<file path="config.mk">
export PLATFORM = sky130hd
export DESIGN_NAME = bmpc_top
export DESIGN_NICKNAME = d
export VERILOG_FILES = /design/src/bmpc_pkg.sv /design/src/bmpc_sync.sv /design/src/bmpc_top.sv
export SDC_FILE = /design/constraint.sdc
export NUM_CORES = 1
export LEC_CHECK = 0
export ABC_AREA = 1
export BUFFER_PORTS_ARGS = -buffer_cell sky130_fd_sc_hd__buf_2
export CAP_MARGIN = 20
export CELL_PAD_IN_SITES_DETAIL_PLACEMENT = 0
export CELL_PAD_IN_SITES_GLOBAL_PLACEMENT = 1
export CORE_ASPECT_RATIO = 2
export CORE_MARGIN = 3
export CORE_UTILIZATION = 43
export DETAILED_ROUTE_END_ITERATION = 7
export GPL_ROUTABILITY_DRIVEN = 0
export GPL_TIMING_DRIVEN = 0
export PLACE_DENSITY_LB_ADDON = 0.08
export SYNTH_ARGS = -nofsm -noshare
export SYNTH_HDL_FRONTEND = slang
export SYNTH_HIERARCHICAL = 1
export SYNTH_SLANG_ARGS = --single-unit
</file>
<file path="constraint.sdc">
create_clock -name clk -period 2.2 [get_ports clk]
set_input_delay 0.11 -clock clk [delete_from_list [all_inputs] [get_ports clk]]
set_output_delay 0.11 -clock clk [all_outputs]
set_load 0.03 [all_outputs]
</file>
<file path="src/bmpc_pkg.sv">
// Purpose: constants for the burst mode and protection controller
// Assumes: 200 MHz clock, 32-bit AXI4-Lite register slave
// Notes:   times kept in their own unit, cycle counts derived
package bmpc_pkg;

    localparam int unsigned CLK_MHZ = 200;

    // timing
    localparam int unsigned BURST_FREQ_HZ   = 52000;
    localparam int unsigned BURST_PERIOD_CY = (CLK_MHZ * 1000000) / BURST_FREQ_HZ;
    localparam int unsigned BURST_HALF_CY   = BURST_PERIOD_CY / 2;
    localparam int unsigned BLANK_OL_MS     = 24;
    localparam int unsigned BLANK_OL_CY     = BLANK_OL_MS * 1000 * CLK_MHZ;
    localparam int unsigned MAX_ON_US       = 30;
    localparam int unsigned MAX_ON_CY       = MAX_ON_US * CLK_MHZ;
    localparam int unsigned ENTRY_BLANK_US  = 50;
    localparam int unsigned ENTRY_BLANK_CY  = ENTRY_BLANK_US * CLK_MHZ;
    localparam int unsigned OVP_BLANK_US    = 1;
    localparam int unsigned OVP_BLANK_CY    = OVP_BLANK_US * CLK_MHZ;
    localparam int unsigned SS_MS           = 12;
    localparam int unsigned SS_CY           = SS_MS * 1000 * CLK_MHZ;

    // valley counter
    localparam logic [2:0] VALLEY_MAX  = 3'h7;
    localparam logic [2:0] VALLEY_LOAD = 3'h1;

    // register byte addresses
    localparam logic [7:0] ADDR_STATUS = 8'h00;
    localparam logic [7:0] ADDR_MASK   = 8'h04;
    localparam logic [7:0] ADDR_STATE  = 8'h08;
    localparam logic [7:0] ADDR_CTRL   = 8'h0C;

    // status/mask bit positions
    localparam int unsigned EV_BURST_IN  = 0;
    localparam int unsigned EV_BURST_OUT = 1;
    localparam int unsigned EV_AUTORST   = 2;
    localparam int unsigned EV_LATCH     = 3;
    localparam int unsigned EV_MAXON     = 4;
    localparam int unsigned EV_WIDTH     = 5;

    localparam logic [31:0] MASK_RESET = 32'h0000_0000;
    localparam logic [31:0] CTRL_RESET = 32'h0000_0000;
    localparam logic [1:0]  RESP_OKAY   = 2'h0;
    localparam logic [1:0]  RESP_SLVERR = 2'h2;

    typedef enum logic [2:0]
    {
        ST_OFF     = 3'b000,
        ST_SOFT    = 3'b001,
        ST_NORMAL  = 3'b010,
        ST_BURST   = 3'b011,
        ST_AUTORST = 3'b100,
        ST_LATCHED = 3'b101
    } bmpc_mode_e;

endpackage

</file>
<file path="src/bmpc_sync.sv">
// Purpose: two-flop synchroniser for a bank of comparator flags
// Assumes: flags are asynchronous to clk
// Notes:   first stage is read only by the second stage
`timescale 1ns/100ps
module bmpc_sync
#(
    parameter int unsigned WIDTH = 12
)
(
    // clock and reset
    input  wire logic             clk,
    input  wire logic             nrst,
    // flags
    input  wire logic [WIDTH-1:0] async_in,
    output logic      [WIDTH-1:0] sync_out
);

    logic [WIDTH-1:0] meta_q;

    always_ff @(posedge clk)
    begin
        if (!nrst)
        begin
            meta_q   <= '0;
            sync_out <= '0;
        end
        else
        begin
            meta_q   <= async_in;
            sync_out <= meta_q;
        end
    end

endmodule

</file>
<file path="src/bmpc_top.sv">
// Purpose: burst mode entry/exit, burst pulse generator and fault supervisor
// Assumes: comparator flags arrive asynchronously; AXI4-Lite master on clk
// Notes:   analog thresholds live outside; this block only sees flags
// Summary of operation
// - feedback below burst entry level is the first burst entry condition
// - valley counter at maximum seven is the second entry condition
// - both conditions must persist a full entry blanking period to enter burst
// - in paused burst, feedback above resume level restarts bias and pulses
// - burst turn-on comes from a fixed 52 kHz timer, not valley sensing
// - burst turn-off at reduced current limit or half timer period, first wins
// - feedback at pause level resets bias and stops pulses until resume level
// - feedback above exit level leaves burst and restores full current
// - on burst exit the valley counter is loaded with one
// - feedback held high for 24 ms blanking enters auto-restart
// - valley pin above output ovp level in off-time latches off after blanking
// - latched-off clears only when supply falls below latch release level
// - over-temperature enters auto-restart
// - current sense above short winding level during on-time latches off
// - latched-off cycles startup cell between supply off and on levels
// - gate forced low once high longer than maximum on-time
// - supply under or overvoltage resets control and holds switch off
// - auto-restart resumes with fresh soft-start once supply reaches on level
`timescale 1ns/100ps
module bmpc_top
    import bmpc_pkg::*;
#(
    parameter int unsigned OL_BLANK_CYCLES = BLANK_OL_CY,
    parameter int unsigned SS_CYCLES       = SS_CY,
    parameter int unsigned ENTRY_CYCLES    = ENTRY_BLANK_CY,
    parameter int unsigned MAXON_CYCLES    = MAX_ON_CY
)
(
    // clock and reset
    input  wire logic        clk,
    input  wire logic        nrst,
    // comparator flags, asynchronous
    input  wire logic        fb_below_entry,
    input  wire logic        fb_above_resume,
    input  wire logic        fb_at_pause,
    input  wire logic        fb_above_exit,
    input  wire logic        fb_overload,
    input  wire logic        cs_burst_limit,
    input  wire logic        cs_short_winding,
    input  wire logic        valley_ovp,
    input  wire logic        over_temp,
    input  wire logic        supply_fault,
    input  wire logic        supply_on,
    input  wire logic        supply_release,
    // normal-mode request and valley counter from the valley logic
    input  wire logic        normal_gate_req,
    input  wire logic [2:0]  valley_count,
    // outputs
    output logic             gate_q,
    output logic             bias_en_q,
    output logic             full_current_q,
    output logic             valley_load_q,
    output logic             startup_en_q,
    output logic             soft_start_q,
    output logic             irq_q,
    // AXI4-Lite slave
    input  wire logic [7:0]  s_awaddr,
    input  wire logic        s_awvalid,
    output logic             s_awready,
    input  wire logic [31:0] s_wdata,
    input  wire logic [3:0]  s_wstrb,
    input  wire logic        s_wvalid,
    output logic             s_wready,
    output logic [1:0]       s_bresp,
    output logic             s_bvalid,
    input  wire logic        s_bready,
    input  wire logic [7:0]  s_araddr,
    input  wire logic        s_arvalid,
    output logic             s_arready,
    output logic [31:0]      s_rdata,
    output logic [1:0]       s_rresp,
    output logic             s_rvalid,
    input  wire logic        s_rready
);

    logic [11:0] flags;
    bmpc_mode_e  mode_q;
    bmpc_mode_e  mode_d;
    logic [31:0] entry_cnt_q;
    logic [31:0] ol_cnt_q;
    logic [31:0] ovp_cnt_q;
    logic [31:0] on_cnt_q;
    logic [31:0] ss_cnt_q;
    logic [15:0] tmr_q;
    logic [EV_WIDTH-1:0] status_q;
    logic [EV_WIDTH-1:0] mask_q;
    logic        force_pause_q;
    logic        aw_hold_q;
    logic        w_hold_q;
    logic [7:0]  awaddr_q;
    logic [31:0] wdata_q;
    logic [3:0]  wstrb_q;

    bmpc_sync #(.WIDTH(12)) u_sync
    (
        .clk      (clk),
        .nrst     (nrst),
        .async_in ({supply_release, supply_on, supply_fault, over_temp,
                    valley_ovp, cs_short_winding, cs_burst_limit, fb_overload,
                    fb_above_exit, fb_at_pause, fb_above_resume, fb_below_entry}),
        .sync_out (flags)
    );

    wire fb_low      = flags[0];
    wire fb_resume   = flags[1];
    wire fb_pause    = flags[2];
    wire fb_exit     = flags[3];
    wire fb_ol       = flags[4];
    wire cs_bl       = flags[5];
    wire cs_sw       = flags[6];
    wire v_ovp       = flags[7];
    wire otp         = flags[8];
    wire sup_fault   = flags[9];
    wire sup_on      = flags[10];
    wire sup_release = flags[11];

    // entry, fault and burst pulse conditions
    wire entry_cond  = fb_low && (valley_count == VALLEY_MAX);
    wire entry_done  = entry_cond && (entry_cnt_q >= ENTRY_CYCLES - 1);
    wire running     = (mode_q == ST_SOFT) || (mode_q == ST_NORMAL) || (mode_q == ST_BURST);
    wire ol_done     = fb_ol && (ol_cnt_q >= OL_BLANK_CYCLES - 1);
    wire ovp_done    = v_ovp && !gate_q && (ovp_cnt_q >= OVP_BLANK_CY - 1);
    wire sw_fault    = cs_sw && gate_q;
    wire latch_ev    = running && (ovp_done || sw_fault);
    wire auto_ev     = running && (ol_done || otp || sup_fault);
    wire burst_exit  = (mode_q == ST_BURST) && fb_exit;
    wire maxon_hit   = gate_q && (on_cnt_q >= MAXON_CYCLES - 1);
    wire tmr_wrap    = (tmr_q == 16'(BURST_PERIOD_CY - 1));
    wire burst_on    = (mode_q == ST_BURST) && !force_pause_q && tmr_wrap;
    wire burst_off   = cs_bl || (tmr_q >= 16'(BURST_HALF_CY - 1));

    always_comb
    begin
        mode_d = mode_q;
        unique case (mode_q)
            ST_OFF:     if (sup_on) mode_d = ST_SOFT;
            ST_SOFT:    if (ss_cnt_q >= SS_CYCLES - 1) mode_d = ST_NORMAL;
            ST_NORMAL:  if (entry_done) mode_d = ST_BURST;
            ST_BURST:   if (burst_exit) mode_d = ST_NORMAL;
            ST_AUTORST: if (sup_on && !sup_fault) mode_d = ST_SOFT;
            ST_LATCHED: if (sup_release) mode_d = ST_OFF;
            default:    mode_d = ST_OFF;
        endcase
        if (latch_ev)
            mode_d = ST_LATCHED;
        else if (auto_ev)
            mode_d = ST_AUTORST;
    end

    // timers and mode
    always_ff @(posedge clk)
    begin
        if (!nrst)
        begin
            mode_q      <= ST_OFF;
            entry_cnt_q <= 32'h0;
            ol_cnt_q    <= 32'h0;
            ovp_cnt_q   <= 32'h0;
            ss_cnt_q    <= 32'h0;
            tmr_q       <= 16'h0;
        end
        else
        begin
            mode_q      <= mode_d;
            entry_cnt_q <= (entry_cond && mode_q == ST_NORMAL) ? entry_cnt_q + 32'h1 : 32'h0;
            ol_cnt_q    <= (fb_ol && running) ? ol_cnt_q + 32'h1 : 32'h0;
            ovp_cnt_q   <= (v_ovp && !gate_q && running) ? ovp_cnt_q + 32'h1 : 32'h0;
            ss_cnt_q    <= (mode_q == ST_SOFT) ? ss_cnt_q + 32'h1 : 32'h0;
            tmr_q       <= (mode_q != ST_BURST || tmr_wrap) ? 16'h0 : tmr_q + 16'h1;
        end
    end

    // gate, bias and supervisory outputs
    always_ff @(posedge clk)
    begin
        if (!nrst)
        begin
            gate_q         <= 1'b0;
            on_cnt_q       <= 32'h0;
            bias_en_q      <= 1'b0;
            full_current_q <= 1'b1;
            valley_load_q  <= 1'b0;
            startup_en_q   <= 1'b1;
            soft_start_q   <= 1'b0;
        end
        else
        begin
            on_cnt_q <= gate_q ? on_cnt_q + 32'h1 : 32'h0;
            if (mode_d == ST_LATCHED || mode_d == ST_AUTORST || mode_d == ST_OFF
                || maxon_hit)
                gate_q <= 1'b0;
            else if (mode_q == ST_BURST)
                gate_q <= burst_on ? 1'b1 : (gate_q && !burst_off);
            else
                gate_q <= normal_gate_req;
            if (mode_q == ST_BURST && fb_pause)
                bias_en_q <= 1'b0;
            else if (mode_q == ST_BURST && fb_resume)
                bias_en_q <= 1'b1;
            else if (mode_q != ST_BURST)
                bias_en_q <= running;
            full_current_q <= (mode_d != ST_BURST);
            valley_load_q  <= burst_exit;
            if (mode_q == ST_LATCHED || mode_q == ST_AUTORST || mode_q == ST_OFF)
                startup_en_q <= !sup_on;
            else
                startup_en_q <= 1'b0;
            soft_start_q <= (mode_d == ST_SOFT);
        end
    end

    // pulses held off from pause to resume
    always_ff @(posedge clk)
    begin
        if (!nrst)
            force_pause_q <= 1'b0;
        else if (mode_q != ST_BURST)
            force_pause_q <= 1'b1;
        else if (fb_resume)
            force_pause_q <= 1'b0;
        else if (fb_pause)
            force_pause_q <= 1'b1;
    end

    // register slave
    wire do_write = aw_hold_q && w_hold_q && !s_bvalid;
    wire [EV_WIDTH-1:0] events = {maxon_hit, latch_ev, auto_ev, burst_exit,
                                  (mode_q == ST_NORMAL) && entry_done};
    wire wr_status = do_write && (awaddr_q == ADDR_STATUS) && wstrb_q[0];
    wire wr_mask   = do_write && (awaddr_q == ADDR_MASK) && wstrb_q[0];
    wire wr_ctrl   = do_write && (awaddr_q == ADDR_CTRL);
    // the map fills 0x00-0x0F, so the upper nibble decides
    wire wr_ok     = (awaddr_q[7:4] == 4'h0);
    wire rd_ok     = (s_araddr[7:4] == 4'h0);
    wire [31:0] rd_mux =
        (s_araddr == ADDR_STATUS) ? {27'h0, status_q} :
        (s_araddr == ADDR_MASK)   ? {27'h0, mask_q} :
        (s_araddr == ADDR_STATE)  ? {24'h0, startup_en_q, bias_en_q, gate_q,
                                     force_pause_q, 1'b0, mode_q} : 32'h0;
    wire rd_take = s_arvalid && s_arready;

    always_ff @(posedge clk)
    begin
        if (!nrst)
        begin
            aw_hold_q <= 1'b0;
            w_hold_q  <= 1'b0;
            awaddr_q  <= 8'h0;
            wdata_q   <= 32'h0;
            wstrb_q   <= 4'h0;
            s_awready <= 1'b0;
            s_wready  <= 1'b0;
            s_bvalid  <= 1'b0;
            s_bresp   <= RESP_OKAY;
            s_arready <= 1'b0;
            s_rvalid  <= 1'b0;
            s_rdata   <= 32'h0;
            s_rresp   <= RESP_OKAY;
            status_q  <= '0;
            mask_q    <= MASK_RESET[EV_WIDTH-1:0];
            irq_q     <= 1'b0;
        end
        else
        begin
            s_awready <= !aw_hold_q && !s_awready && !s_bvalid;
            s_wready  <= !w_hold_q && !s_wready && !s_bvalid;
            if (s_awvalid && s_awready)
            begin
                aw_hold_q <= 1'b1;
                awaddr_q  <= {s_awaddr[7:2], 2'b00};
            end
            if (s_wvalid && s_wready)
            begin
                w_hold_q <= 1'b1;
                wdata_q  <= s_wdata;
                wstrb_q  <= s_wstrb;
            end
            if (do_write)
            begin
                aw_hold_q <= 1'b0;
                w_hold_q  <= 1'b0;
                s_bvalid  <= 1'b1;
                s_bresp   <= wr_ok ? RESP_OKAY : RESP_SLVERR;
            end
            else if (s_bvalid && s_bready)
                s_bvalid <= 1'b0;
            s_arready <= !s_arready && !s_rvalid && s_arvalid;
            if (rd_take)
            begin
                s_rvalid <= 1'b1;
                s_rdata  <= rd_mux;
                s_rresp  <= rd_ok ? RESP_OKAY : RESP_SLVERR;
            end
            else if (s_rvalid && s_rready)
                s_rvalid <= 1'b0;
            // set wins over write-one-to-clear
            status_q <= (status_q & ~(wr_status ? wdata_q[EV_WIDTH-1:0] : '0)) | events;
            if (wr_mask)
                mask_q <= wdata_q[EV_WIDTH-1:0];
            irq_q <= |(status_q & mask_q);
        end
    end

    a_max_on_limit: assert property (@(posedge clk) disable iff (!nrst)
        gate_q [*8] |-> on_cnt_q < MAXON_CYCLES)
        else $error("max on-time passed");
    a_burst_half: assert property (@(posedge clk) disable iff (!nrst)
        (mode_q == ST_BURST && tmr_q > 16'(BURST_HALF_CY) && $past(mode_q) == ST_BURST)
        |-> !gate_q)
        else $error("burst duty over half");
    a_latch_gate: assert property (@(posedge clk) disable iff (!nrst)
        (latch_ev) |=> (mode_q == ST_LATCHED) && !gate_q)
        else $error("fault did not latch");
    a_latch_hold: assert property (@(posedge clk) disable iff (!nrst)
        (mode_q == ST_LATCHED && !sup_release) |=> mode_q == ST_LATCHED)
        else $error("latch left early");
    a_exit_load: assert property (@(posedge clk) disable iff (!nrst)
        burst_exit |=> valley_load_q && mode_q == ST_NORMAL)
        else $error("no valley load");
    a_entry_wait: assert property (@(posedge clk) disable iff (!nrst)
        ($past(mode_q) == ST_NORMAL && mode_q == ST_BURST) |-> $past(entry_cnt_q) >= ENTRY_CYCLES - 1)
        else $error("early burst entry");
    a_auto_fault: assert property (@(posedge clk) disable iff (!nrst)
        (running && sup_fault && !latch_ev) |=> mode_q == ST_AUTORST ##1 !gate_q)
        else $error("no auto-restart");
    a_burst_trig: assert property (@(posedge clk) disable iff (!nrst)
        ($rose(gate_q) && $past(mode_q) == ST_BURST) |-> $past(tmr_wrap))
        else $error("turn-on not timed");

endmodule

</file>
Yosys cells after proc, flatten, opt, wreduce, memory -nomap -nowiden
Index checks and enable logic that the tools add are counted.
{"block": "word_totals", "ff_bits": 276, "word_cells": 172, "input_bits": 75, "out_inout_bits": 48}
{"block": "classes", "addsub": 6, "reduce_logical": 81, "n_lt_le_gt_ge": 6, "muxes": 27, "bitwise": 5, "n_eq_ne": 15}
{"operator": "adder 32 x 1 -> 32 bit (second input constant)", "count": 5}
{"operator": "logical AND 1 bit", "count": 37}
{"operator": ">= comparator 32 x 13 -> 1 bit (second input constant)", "count": 1}
{"operator": ">= comparator 32 x 14 -> 1 bit (second input constant)", "count": 1}
{"operator": ">= comparator 32 x 22 -> 1 bit (second input constant)", "count": 1}
{"operator": ">= comparator 32 x 23 -> 1 bit (second input constant)", "count": 1}
{"operator": ">= comparator 32 x 8 -> 1 bit (second input constant)", "count": 1}
{"operator": "two-way mux 3 bit", "count": 8}
{"operator": "two-way mux 8 bit", "count": 3}
{"operator": "case mux 3 bit (6 select lines)", "count": 1}
{"operator": "adder 16 x 1 -> 16 bit (second input constant)", "count": 1}
{"operator": "equality test 16 x 12 -> 1 bit (second input constant)", "count": 1}
{"operator": ">= comparator 16 x 11 -> 1 bit (second input constant)", "count": 1}
{"operator": "logical NOT 8 bit", "count": 2}
{"operator": "equality test 3 bit (second input constant)", "count": 5}
{"operator": "logical NOT 1 bit", "count": 12}
{"operator": "logical OR 1 bit", "count": 12}
{"operator": "two-way mux 1 bit", "count": 12}
{"operator": "AND 5 bit", "count": 2}
{"operator": "AND reduction 2 bit", "count": 5}
{"operator": "equality test 8 x 3 -> 1 bit (second input constant)", "count": 1}
{"operator": "equality test 8 x 4 -> 1 bit (second input constant)", "count": 1}
{"operator": "logical NOT 4 bit", "count": 2}
{"operator": "OR reduction 2 bit", "count": 4}
{"operator": "13 further kinds", "count": 20}

Longest topological paths before layout
Gate-level depths: netlist of the first run.
{"block": "depth", "depth_word": 12, "mapped_depth": 15, "ltp_nobuf": 15}

Cells and area by module
Netlist of the first run, hierarchy kept.
{"module": "bmpc_top", "cells_each": 1657, "area_each_um2": 11350.9, "n_inst": 1, "seq_area_each_um2": 4524.3}
{"module": "bmpc_sync", "cells_each": 74, "area_each_um2": 683.2, "n_inst": 1, "seq_area_each_um2": 480.5}

Worst setup path after synthesis of the first run
OpenSTA, ideal clock, no wires.
{"block": "synth_timing", "kind": "reg2reg", "from": "reg entry_cnt_q[0]", "to": "reg entry_cnt_q[24]", "setup_slack_ps": 505, "n_path_buf": 0, "t_arrival_ps": 1567, "period_less_slack_ps": 1695, "setup_time_ps": 128, "stages_incl_launch_ff": 13, "required_ps": 2072, "cell_sequence": "dfxtp_1 -> ha_1 -> nand3_1 -> inv_2 -> nand3_2 -> nor2_4 -> nand2_2 -> nor2_4 -> nand2_4 -> nor2_8 -> nand2_1 -> nor2_1 -> nor3b_2"}
{"block": "synth_via", "elab_chain_cells": 1}
{"element": "start: declaration", "line_no": "bmpc_top.sv:83", "rtl": "logic [31:0] entry_cnt_q;"}
{"element": "start signal: assignment", "line_no": "bmpc_top.sv:169", "rtl": "entry_cnt_q <= (entry_cond && mode_q == ST_NORMAL) ? entry_cnt_q + 32'h1 : 32'h0;"}
{"element": "adder 32 x 1 -> 32 bit", "line_no": "bmpc_top.sv:169"}
No other way between the ends.
A chain may end at the register's enable or synchronous reset.

Worst setup path in the final report of the first run
{"block": "layout_timing", "from": "in s_araddr[6]", "to": "reg s_rdata[4]"}
{"block": "layout_via", "elab_chain_cells": 4, "elab_cells_between_ends": 6, "classes_between": "eq/ne (2); mux (3); reduce/logical (1)"}
{"element": "start: declaration", "line_no": "bmpc_top.sv:71", "rtl": "input wire logic [7:0] s_araddr,"}
{"element": "equality test 8 x 4 -> 1 bit", "line_no": "bmpc_top.sv:242", "rtl": "(s_araddr == ADDR_STATE) ? {24'h0, startup_en_q, bias_en_q, gate_q,"}
{"element": "two-way mux 8 bit", "line_no": "bmpc_top.sv:242"}
{"element": "two-way mux 8 bit", "line_no": "bmpc_top.sv:241", "rtl": "(s_araddr == ADDR_MASK) ? {27'h0, mask_q} :"}
{"element": "two-way mux 8 bit (*)", "line_no": "bmpc_top.sv:240", "rtl": "(s_araddr == ADDR_STATUS) ? {27'h0, status_q} :"}
{"element": "end signal: assignment", "line_no": "bmpc_top.sv:295", "rtl": "s_rdata <= rd_mux;"}
{"element": "end: declaration", "line_no": "bmpc_top.sv:74", "rtl": "output logic [31:0] s_rdata,"}
Every way passes the cells marked *; elsewhere a longest branch is shown, timed or not.

==> results of run 1 <==
## cells in the final DEF, fill, tap and decap left out, types with 42 or more instances in the layout
master / Yosys / final
nor3_1: 90 / 89
nor2_1: 265 / 262
a21oi_1: 114 / 113
nand2_1: 314 / 313
buf_2: 5 / 68
dfxtp_1: 250 / 250
o21ai_0: 74 / 74
nand3_1: 76 / 76
nand4_1: 42 / 42
dlygate4sd3_1: 0 / 46
inv_1: 262 / 262
## routing by layer
| metal | GRT usage | wire length, um |
|---|---|---|
| met1 | 0.207 | 11900 |
| met4 | 0.0730 | 958 |
| met5 | 0 | 0 |
| met2 | 0.408 | 17400 |
| met3 | 0.0227 | 833 |
## tightest hold or removal path, cell delays in order
cell,delay [ps]
buf_2,100
nand2_1,200
a21oi_1,100
## state kept, by name (all words and copies together) (netlist names), 3 cells and up
signal and cells:
awaddr_q 6, entry_cnt_q 32, mask_q 5, mode_q 3, ol_cnt_q 32, on_cnt_q 32
ovp_cnt_q 32, s_rdata 8, ss_cnt_q 32, status_q 5, tmr_q 16, u_sync/meta_q 12
u_sync/sync_out 12, wdata_q 5
## power by group
group          leakage [uW]  switching (uW)  internal (uW)
Sequential          0.00202            34.4           4590
Clock              0.000412            1810           2560
Combinational       0.00299             252            171
## metrics by stage
step / setup TNS [ps] / cells / area, um2
final: 0 / 2263 / 14200
after global routing: 0 / 2263 / 14200
after CTS: 0 / 2263 / 14200
after detailed placement: -1410 / 2172 / 12900
after global placement: -799 / 2172 / 12900
after floorplan: 0 / 1756 / 12100
## timing repair
action | 4_1_cts | 5_1_grt
endpoints found under the setup margin | 0 | 17
hold buffers | 46 | 0
hold endpoints to repair | 41 | 0
resized for setup | 0 | 15
## path summary, 6_finish.rpt
| path | startpoint | end | slack, ps | cells past startpoint |
|---|---|---|---|---|
| setup / recovery | s_araddr[6] | s_rdata[4] | 160 | 7 |
| hold / removal | s_wvalid | w_hold_q | 30 | 3 |
| setup reg to reg | ss_cnt_q[0] | ss_cnt_q[30] | 160 | 11 |
| hold reg to reg | u_sync/meta_q[5] | u_sync/sync_out[5] | 410 | 2 |
## cell families after synthesis
family / count (synthesis)
buffers and inverters: 319
DFF: 250
and+or+nand+nor: 906
xor gates and xnor gates: 27
AOI/OAI and AO/OA: 220
other: 1
adders and majority gates: 8
## cell type report
class | count | area [um2]
sequential | 250 | 5000
multi-input combinational | 1187 | 5850
buffer | 50 | 312
clock buffer | 37 | 741
inverter | 269 | 1010
fill | 2847 | 13300
timing repair buffer | 110 | 781
tap | 352 | 440
clock inverter | 8 | 92.6
## Yosys cell counts (3+ instances only)
cell type,number,area [um2]
xor2_1,21,184
o21ai_1,4,20.0
nor3b_1,17,128
buf_4,26,195
inv_2,6,22.5
buf_2,5,25.0
a21oi_1,114,571
nor2_1,265,995
o21a_1,5,37.5
xnor2_1,6,52.6
inv_1,262,983
nand2_2,5,31.3
a31oi_1,6,37.5
nor3_2,3,30.0
o22ai_1,4,25.0
nor4_1,25,156
ha_1,8,100
or2_2,18,113
nor4_2,4,50.1
nand2_1,314,1180
nor2_2,14,87.6
nand4_2,3,37.5
nand3_1,76,380
dfxtp_1,250,5000
nand3_2,6,60.1
nor2_4,9,101
nand4_1,42,263
nor3_1,90,450
clkbuf_1,15,56.3
o21ai_0,74,370
nand3b_1,4,30.0
==> flow_metrics.py, run 1 <==
metrics = {
    "die": {
        "ios": 123,
        "initial_utilization": 0.437,
        "die_h_um": 243,
        "rows": 86,
        "die-area_um2": 30200,
        "dieWidth_um": 124,
        "core_um2": 27500,
    },
    "route": {
        "antenna_left": 0,
        "first_iter_violations": 435,
        "wirelength_mm": 31.1,
        "drc": 0,
        "vias": 11048,
        "wl_per_cell_um": 13.8,
        "first_pass_iters": 5,
        "vias_per_cell": 4.88,
    },
    "sta": {
        "relSlewSlack": 0.547,
        "fmax_ghz": 0.490,
        "final.setup.worst_slack_ps": 160,
        "drv_slew": 0,
        "period_minus_slack_ps": 2040,
        "worst_pin_slew_ps": 674,
        "finalSetupViolCount": 0,
        "grt_setup_unrepaired": "false",
        "hold_violations": 0,
        "fin_crit_sh": 0.927,
        "whs_ps": 31.0,
        "finalClockSkew_ps": 9.12,
    },
    "power": {
        "power.density_nw_per_um2": 661,
        "p_leak_uw": 0.00543,
        "fin_total_pwr_uw": 9410,
        "vdd_drop_max_mv": 0.541,
    },
    "clocking": {
        "cts_inserted_buffers": 25,
        "clk_latency_ps": 530,
        "clk_path_buf_depth": 3,
        "cts_htree_levels": 1,
        "clockRootBuffer": "clkbuf_16",
        "clock-sinks": 250,
        "cts_tree": "done",
        "cts.clk_slew.worst_paths_ps": 70,
        "cts_setup_buffers": 0,
    },
    "synth": {
        "synth_fa_ha_area_frac": 0.00832,
        "seq_area_frac_synth": 0.416,
        "synthCells": 1731,
        "synth.area.mux_share": 0,
        "ys_ff_latch": 250,
        "synth-compound-area-share": 0.0969,
        "synth_top_family_by_area": "simple AND/OR/NAND/NOR gates",
        "synth-edff-count": 0,
        "async_flop_share": 0,
        "syn_avg_cell_area_um2": 6.95,
        "yosys_warnings": 6,
        "synth_flop_cell": "dfxtp_1",
        "synth_xor_area_frac": 0.0197,
        "ys_types": 55,
        "netlist_area_um2": 12000,
        "yosys.area_share.simple": 0.350,
    },
    "worst_setup_path": {
        "cp_cell_sequence": "dlygate4sd3_1, buf_2, nor4_4, dlygate4sd3_1, nand3_1, dlygate4sd3_1, a31oi_1",
        "cpPeakStageDelay_ps": 700,
        "crit_slowest_cell": "dlygate4sd3_1",
        "path_class": "in2reg",
        "cp_max_fo": 4,
        "cp.required_ps": 2660,
        "worstPathArrival_ps": 2500,
        "start_kind": "primary input",
        "cp_top_family": "buffers and inverters",
        "cp_common_cell": "dlygate4sd3_1",
        "endpoint_kind": "flop",
        "crit_buf_inv": 4,
    },
    "global_routing": {
        "grt-ovfl-total": 0,
        "globalRouteTotalUtil": 0.201,
        "grt_pass1_wl_mm": 51.1,
        "grt_pass1_vias": 10795,
        "antenna_found_initial": 0,
        "grt_max_degree": 15,
    },
    "place": {
        "io_buffers": 64,
        "pre_cts_slack_ps": -125,
        "dp_hpwl_mm": 24.2,
    },
    "worst_hold_path": {
        "hp-class": "in2reg",
    },
    "finish": {
        "final_util": 0.517,
        "n_antenna_cell": 0,
        "areaGrowthSynthToFinish_pct": 18.3,
        "fin_nets": 1976,
        "drive_gt1_frac": 0.116,
    },
    "run_status": {
        "status": "finished, final reports clean",
    },
    "job": {
        "maxCapViolCount": 0,
    },
}
Note: power is estimated with default switching activity, not from simulation.
==> inputs of run 2 (changes only) <==
- CELL_PAD_IN_SITES_DETAIL_PLACEMENT: 0 -> 1
==> flow_metrics.py, run 2 (same netlist as run 1, synthesis figures left out) <==
metrics = {
    "place": {
        "dpl-instance-area_um2": 12900,
        "dp_hpwl_mm": 27.1,
        "io_buffers": 64,
    },
    "sta": {
        "finalSetupTns_ps": 0,
        "fmax_ghz": 0.499,
        "period_minus_slack_ps": 2000,
        "relSlewSlack": 0.510,
        "worst_pin_slew_ps": 729,
        "finalSetupViolCount": 0,
        "finalClockSkew_ps": 9.91,
        "fin_crit_sh": 0.911,
        "whs_ps": 21.3,
        "hold_violations": 0,
        "drv_slew": 0,
    },
    "power": {
        "vdd_drop_max_mv": 0.626,
        "p_leak_uw": 0.00541,
        "power.density_nw_per_um2": 655,
    },
    "clocking": {
        "clock-sinks": 250,
        "cts_tree": "done",
        "clk_path_buf_depth": 3,
        "clk_latency_ps": 520,
        "cts_inserted_buffers": 25,
        "clockRootBuffer": "clkbuf_16",
        "cts.clk_slew.worst_paths_ps": 70,
        "cts_htree_levels": 1,
    },
    "finish": {
        "layout_common_cells": "nand2_1, inv_1, nor2_1",
        "fin_nets": 1974,
        "final_area_um2": 14200,
        "layout_commonest_cell": "nand2_1",
        "final_util": 0.516,
        "n_antenna_cell": 0,
        "fillers": 3659,
        "areaGrowthSynthToFinish_pct": 18.0,
        "drive_gt1_frac": 0.124,
    },
    "die": {
        "dieWidth_um": 124,
        "die_h_um": 243,
        "initial_utilization": 0.437,
        "core_um2": 27500,
        "rows": 86,
        "die-area_um2": 30200,
        "ios": 123,
    },
    "worst_hold_path": {
        "hp-class": "in2reg",
        "hold_path_depth": 6,
    },
    "run_status": {
        "status": "finished, final reports clean",
    },
    "worst_setup_path": {
        "cp.required_ps": 2660,
        "worstPathArrival_ps": 2460,
        "regToRegSetupSlack_ps": 200,
        "cp_max_fo": 4,
        "start_kind": "flop",
        "path_class": "reg2reg",
        "endpoint_kind": "flop",
        "worst_r2r_path_depth": 13,
    },
    "route": {
        "first_pass_iters": 4,
        "vias": 11655,
        "drc": 0,
        "wirelength_mm": 35.9,
        "vias_per_cell": 5.17,
        "antenna_left": 0,
        "wl_per_cell_um": 15.9,
        "first_iter_violations": 407,
    },
    "global_routing": {
        "grt_pass1_wl_mm": 57.8,
        "grt-ovfl-total": 0,
        "grt_max_degree": 14,
        "grt_pass1_vias": 12323,
        "antenna_found_initial": 0,
        "globalRouteTotalUtil": 0.228,
    },
    "job": {
        "maxCapViolCount": 0,
    },
}
==> run 2: cell types whose count changed in the layout (fill, tap and decap cells not counted), moves of 4 or more <==
cell           previous run  this run
nor2_2                   15        21
buf_4                    26        30
clkinv_2                  5         1
nor2_1                  262       254
dlygate4sd3_1            46        40
==> run 2: routing by layer <==
layer	wire length (um)	up-vias	share of wire	GRT usage
met2	21300	160	0.59	0.495
met3	872	60	0.024	0.0249
met5	0	-	0	0
met1	12700	5605	0.35	0.212
li1	-	5830	-	-
met4	974	0	0.027	0.0723
==> run 2: final cells by class <==
cell class                      count  area (um2)  share of cell area
Clock buffer                       37         751              0.0528
Buffer                             50         308              0.0217
Multi-Input combinational cell   1187        5890               0.415
Sequential cell                   250        5010               0.352
Clock inverter                      3        46.3             0.00326
Tap cell                          352         440              0.0310
Timing Repair Buffer              108         751              0.0528
Inverter                          269        1010              0.0711
==> run 2: final timing paths <==
check,startpoint,to
setup / recovery,ss_cnt_q[0],ss_cnt_q[18]
setup reg to reg,ss_cnt_q[0],ss_cnt_q[18]
hold reg to reg,u_sync/meta_q[3],u_sync/sync_out[3]
hold / removal,s_araddr[7],s_rdata[1]
==> run 2: repair_timing <==
item	in CTS	in global routing
setup endpoints to repair	0	32
setup buffers	0	4
hold endpoints to repair	35	0
resized for setup	0	30
hold buffers	40	0
==> run 2: worst max-delay path, cell delays in order (launching register included) <==
cell and delay, ps:
dfxtp_1 350, ha_1 170, nand2_1 50, inv_1 100, nand2_1 100, nor2_2 150, inv_2 90, nor2_4 130
nand3_1 120, nor2_2 180, buf_4 140, inv_1 40, or2_0 190, a21oi_1 110
==> run 2: metrics by stage <==
stage                     cells  total power (uW)  setup slack, ps
after floorplan            1756              4960              505
after global placement     2172              5080            -90.3
after detailed placement   2172              5090             -152
after CTS                  2252              9410             15.8
after global routing       2256              9620            -35.7
final                      2256              9300              197
==> run 2: power by group <==
part	leakage, uW	switching [uW]	internal, uW
Sequential	0.00202	37.7	4590
Clock	0.000394	1790	2460
Combinational	0.00300	263	166
